### config.mk
export PLATFORM = sky130hd
export DESIGN_NAME = rfs_dev_flat
export DESIGN_NICKNAME = d
export VERILOG_FILES = /design/src/logic/rfs_pkg.sv /design/src/logic/rfs_link_if.sv /design/src/logic/rfs_dev.sv /design/src/flat_wrapper.sv
export SDC_FILE = /design/constraint.sdc
export NUM_CORES = 1
export LEC_CHECK = 0
export CAP_MARGIN = 0
export CORE_ASPECT_RATIO = 1.1
export CORE_MARGIN = 10
export CORE_UTILIZATION = 45
export CTS_CLUSTER_SIZE = 24
export DETAILED_ROUTE_END_ITERATION = 8
export DONT_BUFFER_PORTS = 1
export SKIP_LAST_GASP = 1
export SLEW_MARGIN = 10
export SYNTH_ARGS = -nofsm -noshare
export SYNTH_HDL_FRONTEND = slang
export SYNTH_SLANG_ARGS = --single-unit
### constraint.sdc
create_clock -name pclk -period 9.2 [get_ports pclk]
set_input_delay 0.46 -clock pclk [delete_from_list [all_inputs] [get_ports pclk]]
set_output_delay 0.46 -clock pclk [all_outputs]
set_load 0.01 [all_outputs]
### src/logic/rfs_pkg.sv
package rfs_pkg;
  // ---------------------------------------------------------------
  // clock and time base
  // ---------------------------------------------------------------
  localparam int CLK_MHZ       = 200;
  localparam int MS_NS         = 1000000;
  localparam int CLK_PERIOD_NS = 1000 / CLK_MHZ;
  localparam int MS_CYC        = MS_NS / CLK_PERIOD_NS;
  localparam int MSW           = 16;

  // times in milliseconds; retry count and fan percentages
  localparam int STRETCH_MS     = 25;
  localparam int LED_ON_MS      = 7000;
  localparam int LED_OFF_MS     = 2000;
  localparam int BLINK_MS       = 500;
  localparam int CC_HOLD_MS     = 20000;
  localparam int RETRY_MS       = 1000;
  localparam int OV_WIN_MS      = 60000;
  localparam int MIN_OFF_MS     = 2000;
  localparam int ADDR_SETTLE_MS = 15000;
  localparam int ORING_WAIT_MS  = 30000;
  localparam int SYNC_OFF_MS    = 20000;
  localparam int OV_MAX_TRIES   = 3;
  localparam int FAN_PCT        = 20;
  localparam int PCT_FULL       = 100;

  // ---------------------------------------------------------------
  // device registers on the link
  // ---------------------------------------------------------------
  localparam logic [7:0] REG_TEST    = 8'hdf;
  localparam logic [7:0] REG_OP      = 8'h01;
  localparam logic [7:0] REG_CLEAR   = 8'h03;
  localparam logic [7:0] REG_STATUS  = 8'h10;
  localparam logic [7:0] REG_STATUS2 = 8'h11;
  localparam logic [7:0] REG_ALARM   = 8'h12;
  localparam logic [7:0] REG_INFO    = 8'h13;
  localparam logic [7:0] TEST_MASK   = 8'h91;
  localparam logic [7:0] TEST_RESET  = 8'h00;
  localparam int TEST_STRETCH = 7;
  localparam int TEST_ORING   = 4;
  localparam int TEST_LED     = 0;
  localparam int OP_ON        = 7;
  localparam logic [2:0] ADDR_DEFAULT = 3'h0;

  // alarm byte
  localparam int AL_PLIM = 7;
  localparam int AL_PRIM = 6;
  localparam int AL_OT   = 5;
  localparam int AL_OTW  = 4;
  localparam int AL_OC   = 3;
  localparam int AL_OV   = 2;
  localparam int AL_VOUT = 1;
  localparam int AL_VIN  = 0;
  localparam logic [7:0] AL_INTERNAL = 8'h44;
  // info byte overlays
  localparam int INF_ORING = 3;
  localparam int INF_FAN   = 4;
  // status2 byte
  localparam int S2_RESTART_OK = 0;
  localparam int S2_FAN_WARN   = 1;
  localparam int S2_SETTLED    = 2;

  // fault cause index into latch configuration
  localparam logic [1:0] CAUSE_OV   = 2'h0;
  localparam logic [1:0] CAUSE_OT   = 2'h1;
  localparam logic [1:0] CAUSE_OC   = 2'h2;
  localparam logic [1:0] CAUSE_PRIM = 2'h3;

  typedef enum logic [2:0] {
    S_OFF, S_START, S_ON, S_RETRY, S_LATCH
  } rfs_dev_st_t;

  // ---------------------------------------------------------------
  // host apb registers
  // ---------------------------------------------------------------
  localparam logic [7:0] H_CMD  = 8'h00;
  localparam logic [7:0] H_STAT = 8'h04;
  localparam logic [7:0] H_CTRL = 8'h08;
  localparam int CTRL_EN     = 0;
  localparam int CTRL_PLUG   = 1;
  localparam int CMD_WR      = 0;
  localparam int CMD_SEL_LSB = 1;
  localparam int CMD_ADR_LSB = 8;
  localparam int CMD_DAT_LSB = 16;
endpackage

### src/logic/rfs_link_if.sv
`timescale 1ns/1ps
`default_nettype none
interface rfs_link_if;
  logic       req;
  logic       wr;
  logic [2:0] sel;
  logic [7:0] addr;
  logic [7:0] wdata;
  logic       enable;
  logic       ack;
  logic       miss;
  logic [7:0] rdata;
  logic       alert;

  modport dev (
    input  req, wr, sel, addr, wdata, enable,
    output ack, miss, rdata, alert
  );
  modport host (
    output req, wr, sel, addr, wdata, enable,
    input  ack, miss, rdata, alert
  );
endinterface
`default_nettype wire

### src/logic/rfs_dev.sv
`timescale 1ns/1ps
`default_nettype none
module rfs_dev #(
  parameter int MS_CYC = rfs_pkg::MS_CYC,
  parameter int NFAN   = 2
) (
  // clock and reset
  input  wire logic              pclk,
  input  wire logic              presetn,
  input  wire logic              ce,
  // link to host
  rfs_link_if.dev                link,
  // power stage conditions
  input  wire logic              present,
  input  wire logic              vin_present,
  input  wire logic              vin_bad,
  input  wire logic              pgood,
  input  wire logic              fault_ov,
  input  wire logic              fault_ot,
  input  wire logic              fault_prim,
  input  wire logic              in_limit,
  input  wire logic              vout_above_7v,
  input  wire logic              oring_fail,
  input  wire logic [7:0]        info_in,
  input  wire logic [7:0]        warn_in,
  input  wire logic [15:0]       fan_rpm [NFAN],
  input  wire logic [2:0]        addr_strap,
  // fault response configuration
  input  wire logic [2:0]        latch_cfg,
  input  wire logic              nv_latch,
  // outputs
  output logic                   power_en,
  output logic                   cc_hold,
  output logic                   oring_run,
  output logic                   hiccup,
  output logic                   led_out,
  output logic                   led_in,
  output logic                   led_fault,
  output logic                   led_aux,
  output logic                   fault_pin
);
  localparam int W = rfs_pkg::MSW;

  typedef struct packed {
    rfs_pkg::rfs_dev_st_t st;
    logic [31:0]  div;
    logic [W-1:0] tmr;
    logic [W-1:0] off_tmr;
    logic [W-1:0] win_tmr;
    logic [W-1:0] set_tmr;
    logic [W-1:0] led_tmr;
    logic [W-1:0] blk_tmr;
    logic [W-1:0] str_tmr;
    logic         blink;
    logic         win_act;
    logic [1:0]   tries;
    logic [1:0]   cause;
    logic         rs_pend;
    logic         settled;
    logic [2:0]   addr;
    logic [7:0]   test;
    logic         op_on;
    logic         frozen;
    logic [7:0]   status;
    logic [7:0]   status2;
    logic [7:0]   alarm;
    logic [7:0]   info;
    logic         alert_pend;
    logic         ack;
    logic         miss;
    logic [7:0]   rdata;
  } rfs_dev_t;

  rfs_dev_t r;
  rfs_dev_t n;

  function automatic logic [W-1:0] inc(logic [W-1:0] v, logic t);
    return (t && v != '1) ? v + 1'b1 : v;
  endfunction

  function automatic logic [W-1:0] ms(int v);
    return v[W-1:0];
  endfunction

  logic        tick;
  logic        want_on;
  logic        oc_cond;
  logic        lit;
  logic        fan_warn;
  logic [31:0] fmax;
  logic [31:0] fmin;
  logic [3:0]  cfg;
  logic [7:0]  al_live;
  logic [7:0]  inf_live;
  logic        clr;
  logic [2:0]  my_addr;

  // ---------------------------------------------------------------
  // fan spread
  // ---------------------------------------------------------------
  always_comb
  begin
    fmax = 32'h0;
    fmin = 32'hffffffff;
    for (int i = 0; i < NFAN; i++)
    begin
      if ({16'h0, fan_rpm[i]} > fmax) fmax = {16'h0, fan_rpm[i]};
      if ({16'h0, fan_rpm[i]} < fmin) fmin = {16'h0, fan_rpm[i]};
    end
    fan_warn = (NFAN > 1) && ((fmax - fmin) * 32'(rfs_pkg::PCT_FULL) >
               fmax * 32'(rfs_pkg::FAN_PCT));
  end

  assign tick    = (r.div == 32'(MS_CYC - 1));
  assign want_on = link.enable & r.op_on & present & vin_present;
  assign oc_cond = in_limit & ~vout_above_7v;
  assign cfg     = {nv_latch, latch_cfg};
  assign lit     = r.led_tmr < ms(rfs_pkg::LED_ON_MS);
  assign my_addr = r.settled ? r.addr : rfs_pkg::ADDR_DEFAULT;

  always_comb
  begin
    n = r;
    n.ack = 1'b0;
    n.miss = 1'b0;
    clr = 1'b0;
    n.div = tick ? 32'h0 : r.div + 32'h1;
    n.tmr = inc(r.tmr, tick);
    n.win_tmr = inc(r.win_tmr, tick);
    n.str_tmr = inc(r.str_tmr, tick);
    n.blk_tmr = inc(r.blk_tmr, tick);
    if (tick && r.blk_tmr >= ms(rfs_pkg::BLINK_MS - 1))
    begin
      n.blk_tmr = '0;
      n.blink = ~r.blink;
    end
    // 7 s lit, 2 s dark cycle
    n.led_tmr = inc(r.led_tmr, tick);
    if (!r.test[rfs_pkg::TEST_LED] || (tick && r.led_tmr >=
        ms(rfs_pkg::LED_ON_MS + rfs_pkg::LED_OFF_MS - 1)))
      n.led_tmr = '0;
    if (!want_on)
      n.off_tmr = inc(r.off_tmr, tick);
    if (!present)
    begin
      n.set_tmr = '0;
      n.settled = 1'b0;
    end
    else
    begin
      n.set_tmr = inc(r.set_tmr, tick);
      if (!r.settled && r.set_tmr >= ms(rfs_pkg::ADDR_SETTLE_MS))
      begin
        n.settled = 1'b1;
        n.addr = addr_strap;
      end
    end
    if (r.win_act && r.win_tmr >= ms(rfs_pkg::OV_WIN_MS))
    begin
      n.win_act = 1'b0;
      n.tries = 2'h0;
    end

    // -------------------------------------------------------------
    // link access
    // -------------------------------------------------------------
    if (link.req && !r.ack)
    begin
      n.ack = 1'b1;
      n.miss = (link.sel != my_addr);
      n.rdata = 8'h00;
      if (link.sel == my_addr)
      begin
        if (link.wr)
        begin
          case (link.addr)
            rfs_pkg::REG_TEST: n.test = link.wdata & rfs_pkg::TEST_MASK;
            rfs_pkg::REG_OP: n.op_on = link.wdata[rfs_pkg::OP_ON];
            rfs_pkg::REG_CLEAR: clr = 1'b1;
            default: ;
          endcase
        end
        else
        begin
          case (link.addr)
            rfs_pkg::REG_TEST: n.rdata = r.test & rfs_pkg::TEST_MASK;
            rfs_pkg::REG_OP: n.rdata = {r.op_on, 7'h0};
            rfs_pkg::REG_STATUS: n.rdata = r.status;
            rfs_pkg::REG_STATUS2: n.rdata = r.status2;
            rfs_pkg::REG_ALARM: n.rdata = r.alarm;
            rfs_pkg::REG_INFO: n.rdata = r.info;
            default: n.rdata = 8'h00;
          endcase
          if (link.addr == rfs_pkg::REG_STATUS)
            n.alert_pend = 1'b0;
        end
      end
    end

    // -------------------------------------------------------------
    // power state machine
    // -------------------------------------------------------------
    case (r.st)
      rfs_pkg::S_OFF:
      begin
        if (want_on)
        begin
          n.st = rfs_pkg::S_START;
          n.tmr = '0;
        end
      end
      rfs_pkg::S_START, rfs_pkg::S_ON:
      begin
        if (!want_on)
          n.st = rfs_pkg::S_OFF;
        else if (r.st == rfs_pkg::S_START && pgood && !in_limit)
        begin
          n.st = rfs_pkg::S_ON;
          if (r.rs_pend)
          begin
            n.rs_pend = 1'b0;
            n.frozen = 1'b0;
            n.alarm = 8'h00;
            n.info = 8'h00;
            n.status2[rfs_pkg::S2_RESTART_OK] = 1'b1;
          end
        end
        if (want_on)
        begin
          // fault picks latch or retry; warnings ignored
          if (fault_ov) n.cause = rfs_pkg::CAUSE_OV;
          else if (fault_ot) n.cause = rfs_pkg::CAUSE_OT;
          else if (fault_prim) n.cause = rfs_pkg::CAUSE_PRIM;
          else n.cause = rfs_pkg::CAUSE_OC;
          // overload ignored during start hold; hiccup below 7V
          if (fault_ov || fault_ot || fault_prim || (oc_cond &&
              (r.st == rfs_pkg::S_ON || r.tmr >= ms(rfs_pkg::CC_HOLD_MS))))
          begin
            n.tmr = '0;
            n.off_tmr = '0;
            n.st = rfs_pkg::S_RETRY;
            if (cfg[n.cause])
              n.st = rfs_pkg::S_LATCH;
            if (fault_ov)
            begin
              n.win_act = 1'b1;
              if (!r.win_act)
              begin
                n.win_tmr = '0;
                n.tries = 2'h0;
              end
              // latch on the fault that ends the last attempt
              else if (r.tries == 2'(rfs_pkg::OV_MAX_TRIES - 1))
                n.st = rfs_pkg::S_LATCH;
              else
                n.tries = r.tries + 2'h1;
            end
            if (n.st == rfs_pkg::S_LATCH)
              n.frozen = 1'b1;
          end
        end
      end
      rfs_pkg::S_RETRY:
      begin
        if (!want_on)
          n.st = rfs_pkg::S_OFF;
        else if (r.tmr >= ms(rfs_pkg::RETRY_MS))
        begin
          n.st = rfs_pkg::S_START;
          n.tmr = '0;
          n.rs_pend = 1'b1;
        end
      end
      rfs_pkg::S_LATCH:
      begin
        // 2 s off cycle or mode change
        if ((want_on && r.off_tmr >= ms(rfs_pkg::MIN_OFF_MS)) ||
            !cfg[r.cause])
        begin
          n.st = rfs_pkg::S_START;
          n.tmr = '0;
          n.rs_pend = 1'b1;
        end
      end
      default: n.st = rfs_pkg::S_OFF;
    endcase

    // -------------------------------------------------------------
    // status, alarm capture and alert
    // -------------------------------------------------------------
    al_live = {in_limit, fault_prim, fault_ot, warn_in[rfs_pkg::AL_OTW],
               oc_cond, fault_ov, warn_in[rfs_pkg::AL_VOUT], vin_bad};
    inf_live = info_in;
    inf_live[rfs_pkg::INF_ORING] = oring_fail;
    inf_live[rfs_pkg::INF_FAN] = fan_warn;
    if (r.frozen && !clr)
    begin
      n.alarm = n.alarm | al_live;
      n.info = n.info | inf_live;
    end
    else
    begin
      n.alarm = al_live;
      n.info = inf_live;
      // a set in this cycle outlives the clear
      if (clr)
      begin
        n.frozen = n.frozen & ~r.frozen;
        n.status2[rfs_pkg::S2_RESTART_OK] =
          n.status2[rfs_pkg::S2_RESTART_OK] &
          ~r.status2[rfs_pkg::S2_RESTART_OK];
      end
    end
    n.status = {n.st == rfs_pkg::S_ON, n.st == rfs_pkg::S_LATCH,
                n.st == rfs_pkg::S_RETRY, n.st == rfs_pkg::S_START,
                in_limit, vin_bad, |(n.alarm & rfs_pkg::AL_INTERNAL),
                n.frozen};
    n.status2[rfs_pkg::S2_FAN_WARN] = fan_warn;
    n.status2[rfs_pkg::S2_SETTLED] = n.settled;
    if (n.status != r.status || n.status2 != r.status2)
      n.alert_pend = 1'b1;
    if (r.alert_pend)
      n.str_tmr = '0;
    if (clr)
      n.alert_pend = n.alert_pend & (n.status != r.status ||
                                     n.status2 != r.status2);
  end

  always_ff @(posedge pclk or negedge presetn)
  begin
    if (!presetn)
    begin
      r <= '0;
      r.st <= rfs_pkg::S_OFF;
      r.test <= rfs_pkg::TEST_RESET;
      r.op_on <= 1'b1;
      r.str_tmr <= ms(rfs_pkg::STRETCH_MS);
      r.alert_pend <= 1'b1;
    end
    else if (ce)
      r <= n;
  end

  // ---------------------------------------------------------------
  // outputs
  // ---------------------------------------------------------------
  assign link.ack   = r.ack;
  assign link.miss  = r.miss;
  assign link.rdata = r.rdata;
  assign link.alert = r.alert_pend | (r.test[rfs_pkg::TEST_STRETCH] &
                      (r.str_tmr < ms(rfs_pkg::STRETCH_MS)));
  assign power_en   = (r.st == rfs_pkg::S_START) | (r.st == rfs_pkg::S_ON);
  assign cc_hold    = (r.st == rfs_pkg::S_START);
  assign hiccup     = (r.st == rfs_pkg::S_RETRY);
  assign oring_run  = r.test[rfs_pkg::TEST_ORING];
  // outside LED test, blink in limit above 7V; lit only when on
  assign led_out = r.test[rfs_pkg::TEST_LED] ? lit :
                   (r.st == rfs_pkg::S_ON) &
                   (~(in_limit & vout_above_7v) | r.blink);
  // outside LED test, input LED blinks on bad input, dark without input
  assign led_in = r.test[rfs_pkg::TEST_LED] ? lit :
                  vin_present & (~vin_bad | r.blink);
  assign fault_pin = |(r.alarm & rfs_pkg::AL_INTERNAL);
  assign led_fault = r.test[rfs_pkg::TEST_LED] ? lit : fault_pin;
  assign led_aux   = r.test[rfs_pkg::TEST_LED] ? lit : vin_present;
endmodule // rfs_dev
`default_nettype wire

### src/flat_wrapper.sv
// flat-port wrapper written by rule: the top's interface ports become plain ports
module rfs_dev_flat 
#(
  parameter int MS_CYC = rfs_pkg::MS_CYC,
  parameter int NFAN   = 2
)
  (pclk, presetn, ce, present, vin_present, vin_bad, pgood, fault_ov, fault_ot, fault_prim, in_limit, vout_above_7v, oring_fail, info_in, warn_in, fan_rpm, addr_strap, latch_cfg, nv_latch, power_en, cc_hold, oring_run, hiccup, led_out, led_in, led_fault, led_aux, fault_pin, link_req, link_wr, link_sel, link_addr, link_wdata, link_enable, link_ack, link_miss, link_rdata, link_alert);
  rfs_link_if link_i ();
  input  wire logic pclk;
  input  wire logic presetn;
  input  wire logic ce;
  input  wire logic present;
  input  wire logic vin_present;
  input  wire logic vin_bad;
  input  wire logic pgood;
  input  wire logic fault_ov;
  input  wire logic fault_ot;
  input  wire logic fault_prim;
  input  wire logic in_limit;
  input  wire logic vout_above_7v;
  input  wire logic oring_fail;
  input  wire logic [7:0] info_in;
  input  wire logic [7:0] warn_in;
  input  wire logic [15:0] fan_rpm[NFAN];
  input  wire logic [2:0] addr_strap;
  input  wire logic [2:0] latch_cfg;
  input  wire logic nv_latch;
  output logic power_en;
  output logic cc_hold;
  output logic oring_run;
  output logic hiccup;
  output logic led_out;
  output logic led_in;
  output logic led_fault;
  output logic led_aux;
  output logic fault_pin;
  input wire logic [$bits(link_i.req)-1:0] link_req;
  input wire logic [$bits(link_i.wr)-1:0] link_wr;
  input wire logic [$bits(link_i.sel)-1:0] link_sel;
  input wire logic [$bits(link_i.addr)-1:0] link_addr;
  input wire logic [$bits(link_i.wdata)-1:0] link_wdata;
  input wire logic [$bits(link_i.enable)-1:0] link_enable;
  output wire logic [$bits(link_i.ack)-1:0] link_ack;
  output wire logic [$bits(link_i.miss)-1:0] link_miss;
  output wire logic [$bits(link_i.rdata)-1:0] link_rdata;
  output wire logic [$bits(link_i.alert)-1:0] link_alert;
  assign link_i.req = link_req;
  assign link_i.wr = link_wr;
  assign link_i.sel = link_sel;
  assign link_i.addr = link_addr;
  assign link_i.wdata = link_wdata;
  assign link_i.enable = link_enable;
  assign link_ack = link_i.ack;
  assign link_miss = link_i.miss;
  assign link_rdata = link_i.rdata;
  assign link_alert = link_i.alert;
  rfs_dev #(.MS_CYC(MS_CYC), .NFAN(NFAN)) u_core (.pclk(pclk), .presetn(presetn), .ce(ce), .link(link_i), .present(present), .vin_present(vin_present), .vin_bad(vin_bad), .pgood(pgood), .fault_ov(fault_ov), .fault_ot(fault_ot), .fault_prim(fault_prim), .in_limit(in_limit), .vout_above_7v(vout_above_7v), .oring_fail(oring_fail), .info_in(info_in), .warn_in(warn_in), .fan_rpm(fan_rpm), .addr_strap(addr_strap), .latch_cfg(latch_cfg), .nv_latch(nv_latch), .power_en(power_en), .cc_hold(cc_hold), .oring_run(oring_run), .hiccup(hiccup), .led_out(led_out), .led_in(led_in), .led_fault(led_fault), .led_aux(led_aux), .fault_pin(fault_pin));
endmodule
==> run_results.csv <==
group,metric,value,unit
logic_synthesis,ys_types,88,
routing,drt_pass1_iterations,5,
die,die-area,45200,sq um
logic_synthesis,synth_edf_count,0,
hold_path,hold_class,"in2async",
routing,routed-wl-met2,19.7,mm
sta,post-route-min-period,8.58,ns
logic_synthesis,synthMuxAreaShare,0.0227,
routing,drt_iter0_drc,869,
outcome,status,"finished, violations left",
placed_design,port_buffers,0,
setup_path,cp.arrival,8.95,ns
routing,via_per_inst,5.57,
sta,worst_pin_slew,1.13,ns
logic_synthesis,netlist_top_cells_area,"dfrtp_1 29%, ha_1 14%, inv_1 4.6%",
logic_synthesis,ys.warnings.count,0,
logic_synthesis,synth_top_family_by_area,"simple AND/OR/NAND/NOR gates",
logic_synthesis,syn_area_per_cell,8.52,sq um
sta,rsz0062_at_grt,"no",
pwr,cellPowerDensity,435,nW/um^2
placed_design,dpl.hpwl,31.3,mm
placed_design,pre_cts_ws,-0.267,ns
sta,finalHoldViolCount,11,
global_route,grt_pass1_wl,67.3,mm
sta,fin_crit_sh,0.932,
sta,final_max_slew_viol_count,0,
routing,vias,13900,
setup_path,critPathMaxStageDelay,0.55,ns
clocking,cts_buffer_depth,2,
sta,max_freq,117,MHz
die,io_pins,110,
logic_synthesis,syn-cell-area,16700,sq um
placed_design,placed_cell_area,17600,sq um
clocking,cts.sinks,199,
logic_synthesis,synth_cells,1959,
logic_synthesis,synth.most_common_cell,"inv_1",
routing,drc,0,
pwr,ir_drop,334,uV
logic_synthesis,yosys.area_share.simple,0.199,
finish,finalInstanceArea,18300,sq um
pwr,leakagePower,8.60,nW
global_route,grt_pass1_vias,13700,
logic_synthesis,synthFlopType,"dfrtp_1",
logic_synthesis,synth_compound_area_frac,0.164,
routing,wl_met1,18.0,mm
routing,routed-wl-met3,1.82,mm
clocking,numCtsBuffers,17,
global_route,track_usage,0.177,
logic_synthesis,synth-seq-cells,199,
setup_path,worst_ep_required_time,9.57,ns
sta,fin_skew,0.0116,ns
routing,wl,40.1,mm
logic_synthesis,syn_nets,2256,
clocking,insertion_delay,0.44,ns
setup_path,worstSetupStartpointType,"primary input",
global_route,overflow,0,
finish,area_delta_synth_final,9.89,%
global_route,grt_max_degree,200,
sta,whs,-0.0553,ns
setup_path,worst_path_most_repeated_cell,"ha_1",
routing,top_layer_used,"met4",
sta,setup_viol,0,
setup_path,crit_type,"in2reg",
die,core_area,36400,sq um
finish,fin_nets,2294,
sta,slew_headroom,0.248,
clocking,htreeDepth,4,
logic_synthesis,yosysTopAreaCell,"dfrtp_1",
logic_synthesis,ys_seq_area_frac,0.299,
setup_path,slowest_stage,"or4_4",
global_route,antenna_found_initial,0,
logic_synthesis,synth_xor_area_frac,0.0871,
clocking,path_clk_slew,0.07,ns
outcome,violations,"negative hold slack",
job,maxCapViolations,0,
logic_synthesis,synthArstFlopShare,1.00,
die,floorplan.initialDensity,0.459,
finish,fin_util,0.505,
sta,layout_setup_ws,0.622,ns
finish,drive_gt1_frac,0.0821,
setup_path,cp_max_fo,7,
routing,wire_per_inst,16.0,um
die,fp-row-count,73,
logic_synthesis,synth_common_cells,"206 x inv_1, 202 x nor2_1, 194 x dfrtp_1",
die,die_w,204,um
die,die_y,222,um
clocking,cts_tree,"done",
placed_design,place.gp.congestion,0.896,
setup_path,cp-end-kind,"flip-flop",
logic_synthesis,synth_top_area_share,0.291,
logic_synthesis,synthAdderAreaFrac,0.167,
clocking,cts-root-buf,"clkbuf_16",
routing,postRouteAntennaNets,0,
## kinds of logic (layout without fill, tap and decap cells)
| family | count (synthesis) | count (layout) |
|---|---|---|
| AND/OR/NAND/NOR | 680 | 680 |
| AO/OA/AOI/OAI | 409 | 409 |
| buffers and inverters | 264 | 315 |
| adder cells (fa/ha/maj) | 208 | 208 |
| other | 0 | 1 |
| multiplexers | 33 | 33 |
| XOR/XNOR | 166 | 166 |
| flip-flops | 199 | 199 |
## critical path: cells and delay by family
kind,cells,cell delay (ns)
adder cells (fa/ha/maj),8,2.46
buffers and inverters,7,0.56
AND/OR/NAND/NOR,11,1.77
multiplexers,1,0.25
AO/OA/AOI/OAI,14,3.09
XOR/XNOR,2,0.32
## through the flow
step | total power, mW | std cells | setup TNS [ns] | hold slack, ns
floorplan | 5.40 | 1959 | 0 | 0.164
global placement | 6.96 | 2463 | -0.0191 | 0.171
detailed placement | 7.07 | 2463 | -0.491 | 0.173
CTS | 7.94 | 2496 | 0 | 0.0848
global route | 8.88 | 2497 | 0 | 0.0861
finish | 7.97 | 2498 | 0 | -0.0553
## sequential cells by signal, indices dropped and copies added, names as in the netlist
register / cells
u_core.link.miss: 1
u_core.oring_run: 1
u_core.r: 188
u_core.link.ack: 1
u_core.link.rdata: 8
## what timing repair did
action / CTS / global route
setup endpoints to repair: 0 / 3
hold buffers: 1 / 0
endpoints found under the hold margin: 199 / 0
resized for setup: 0 / 17
setup buffers: 0 / 1
## layout make-up
cell class	count	area, sq um
fillers	3560	18000
flip-flops and latches	199	4990
diodes	1	2.50
repair buffers	76	591
inverters	207	777
clock inverters	7	143
multi-input cells	1496	10800
well taps	487	609
clock buffers	25	485
## metal layers
layer | track usage | up-vias
met2 | 0.305 | 246
met1 | 0.219 | 6667
met4 | 0.0422 | 0
met5 | 0 | -
li1 | - | 6969
met3 | 0.0380 | 37
## final timing paths
path,from,to,slack [ns],cells after the start
max,fan_rpm[25],u_core.r[10]$_DFFE_PN1P_,0.62,43
min in group pclk,ce,u_core.r[165]$_DFFE_PN0P_,0.11,1
max in group asynchronous,presetn,u_core.link.rdata[4]$_DFFE_PN0P_,8.31,1
max reg2reg,u_core.r[182]$_DFFE_PN0P_,u_core.r[107]$_DFFE_PN0P_,5.28,10
min,presetn,u_core.r[101]$_DFFE_PN0P_,-0.06,1
min reg2reg,u_core.r[23]$_DFFE_PN0P_,u_core.r[23]$_DFFE_PN0P_,0.50,1
## power by group
part	switching (mW)	internal [mW]
sequential	0.0270	0.899
clock	0.326	0.478
combinational	3.42	2.82
## cell usage in the layout (no fill, tap or decap), types with 17 or more instances in the layout
master	synthesis	layout
o21ai_0	103	97
xnor2_1	85	84
nor3_1	46	45
nor2_1	202	202
nand2b_1	20	20
a22o_1	29	29
a21o_1	20	20
mux2_2	19	19
fa_1	26	26
and3_1	27	27
clkbuf_16	0	17
xor2_1	81	80
dfrtp_1	194	194
a21oi_1	96	96
inv_1	206	206
nand4_1	51	51
nor4_1	22	22
buf_4	8	75
ha_1	181	181
nand2_1	151	151
nand3_1	69	68
a31oi_1	20	20
Power figures use the tool's default switching activity.
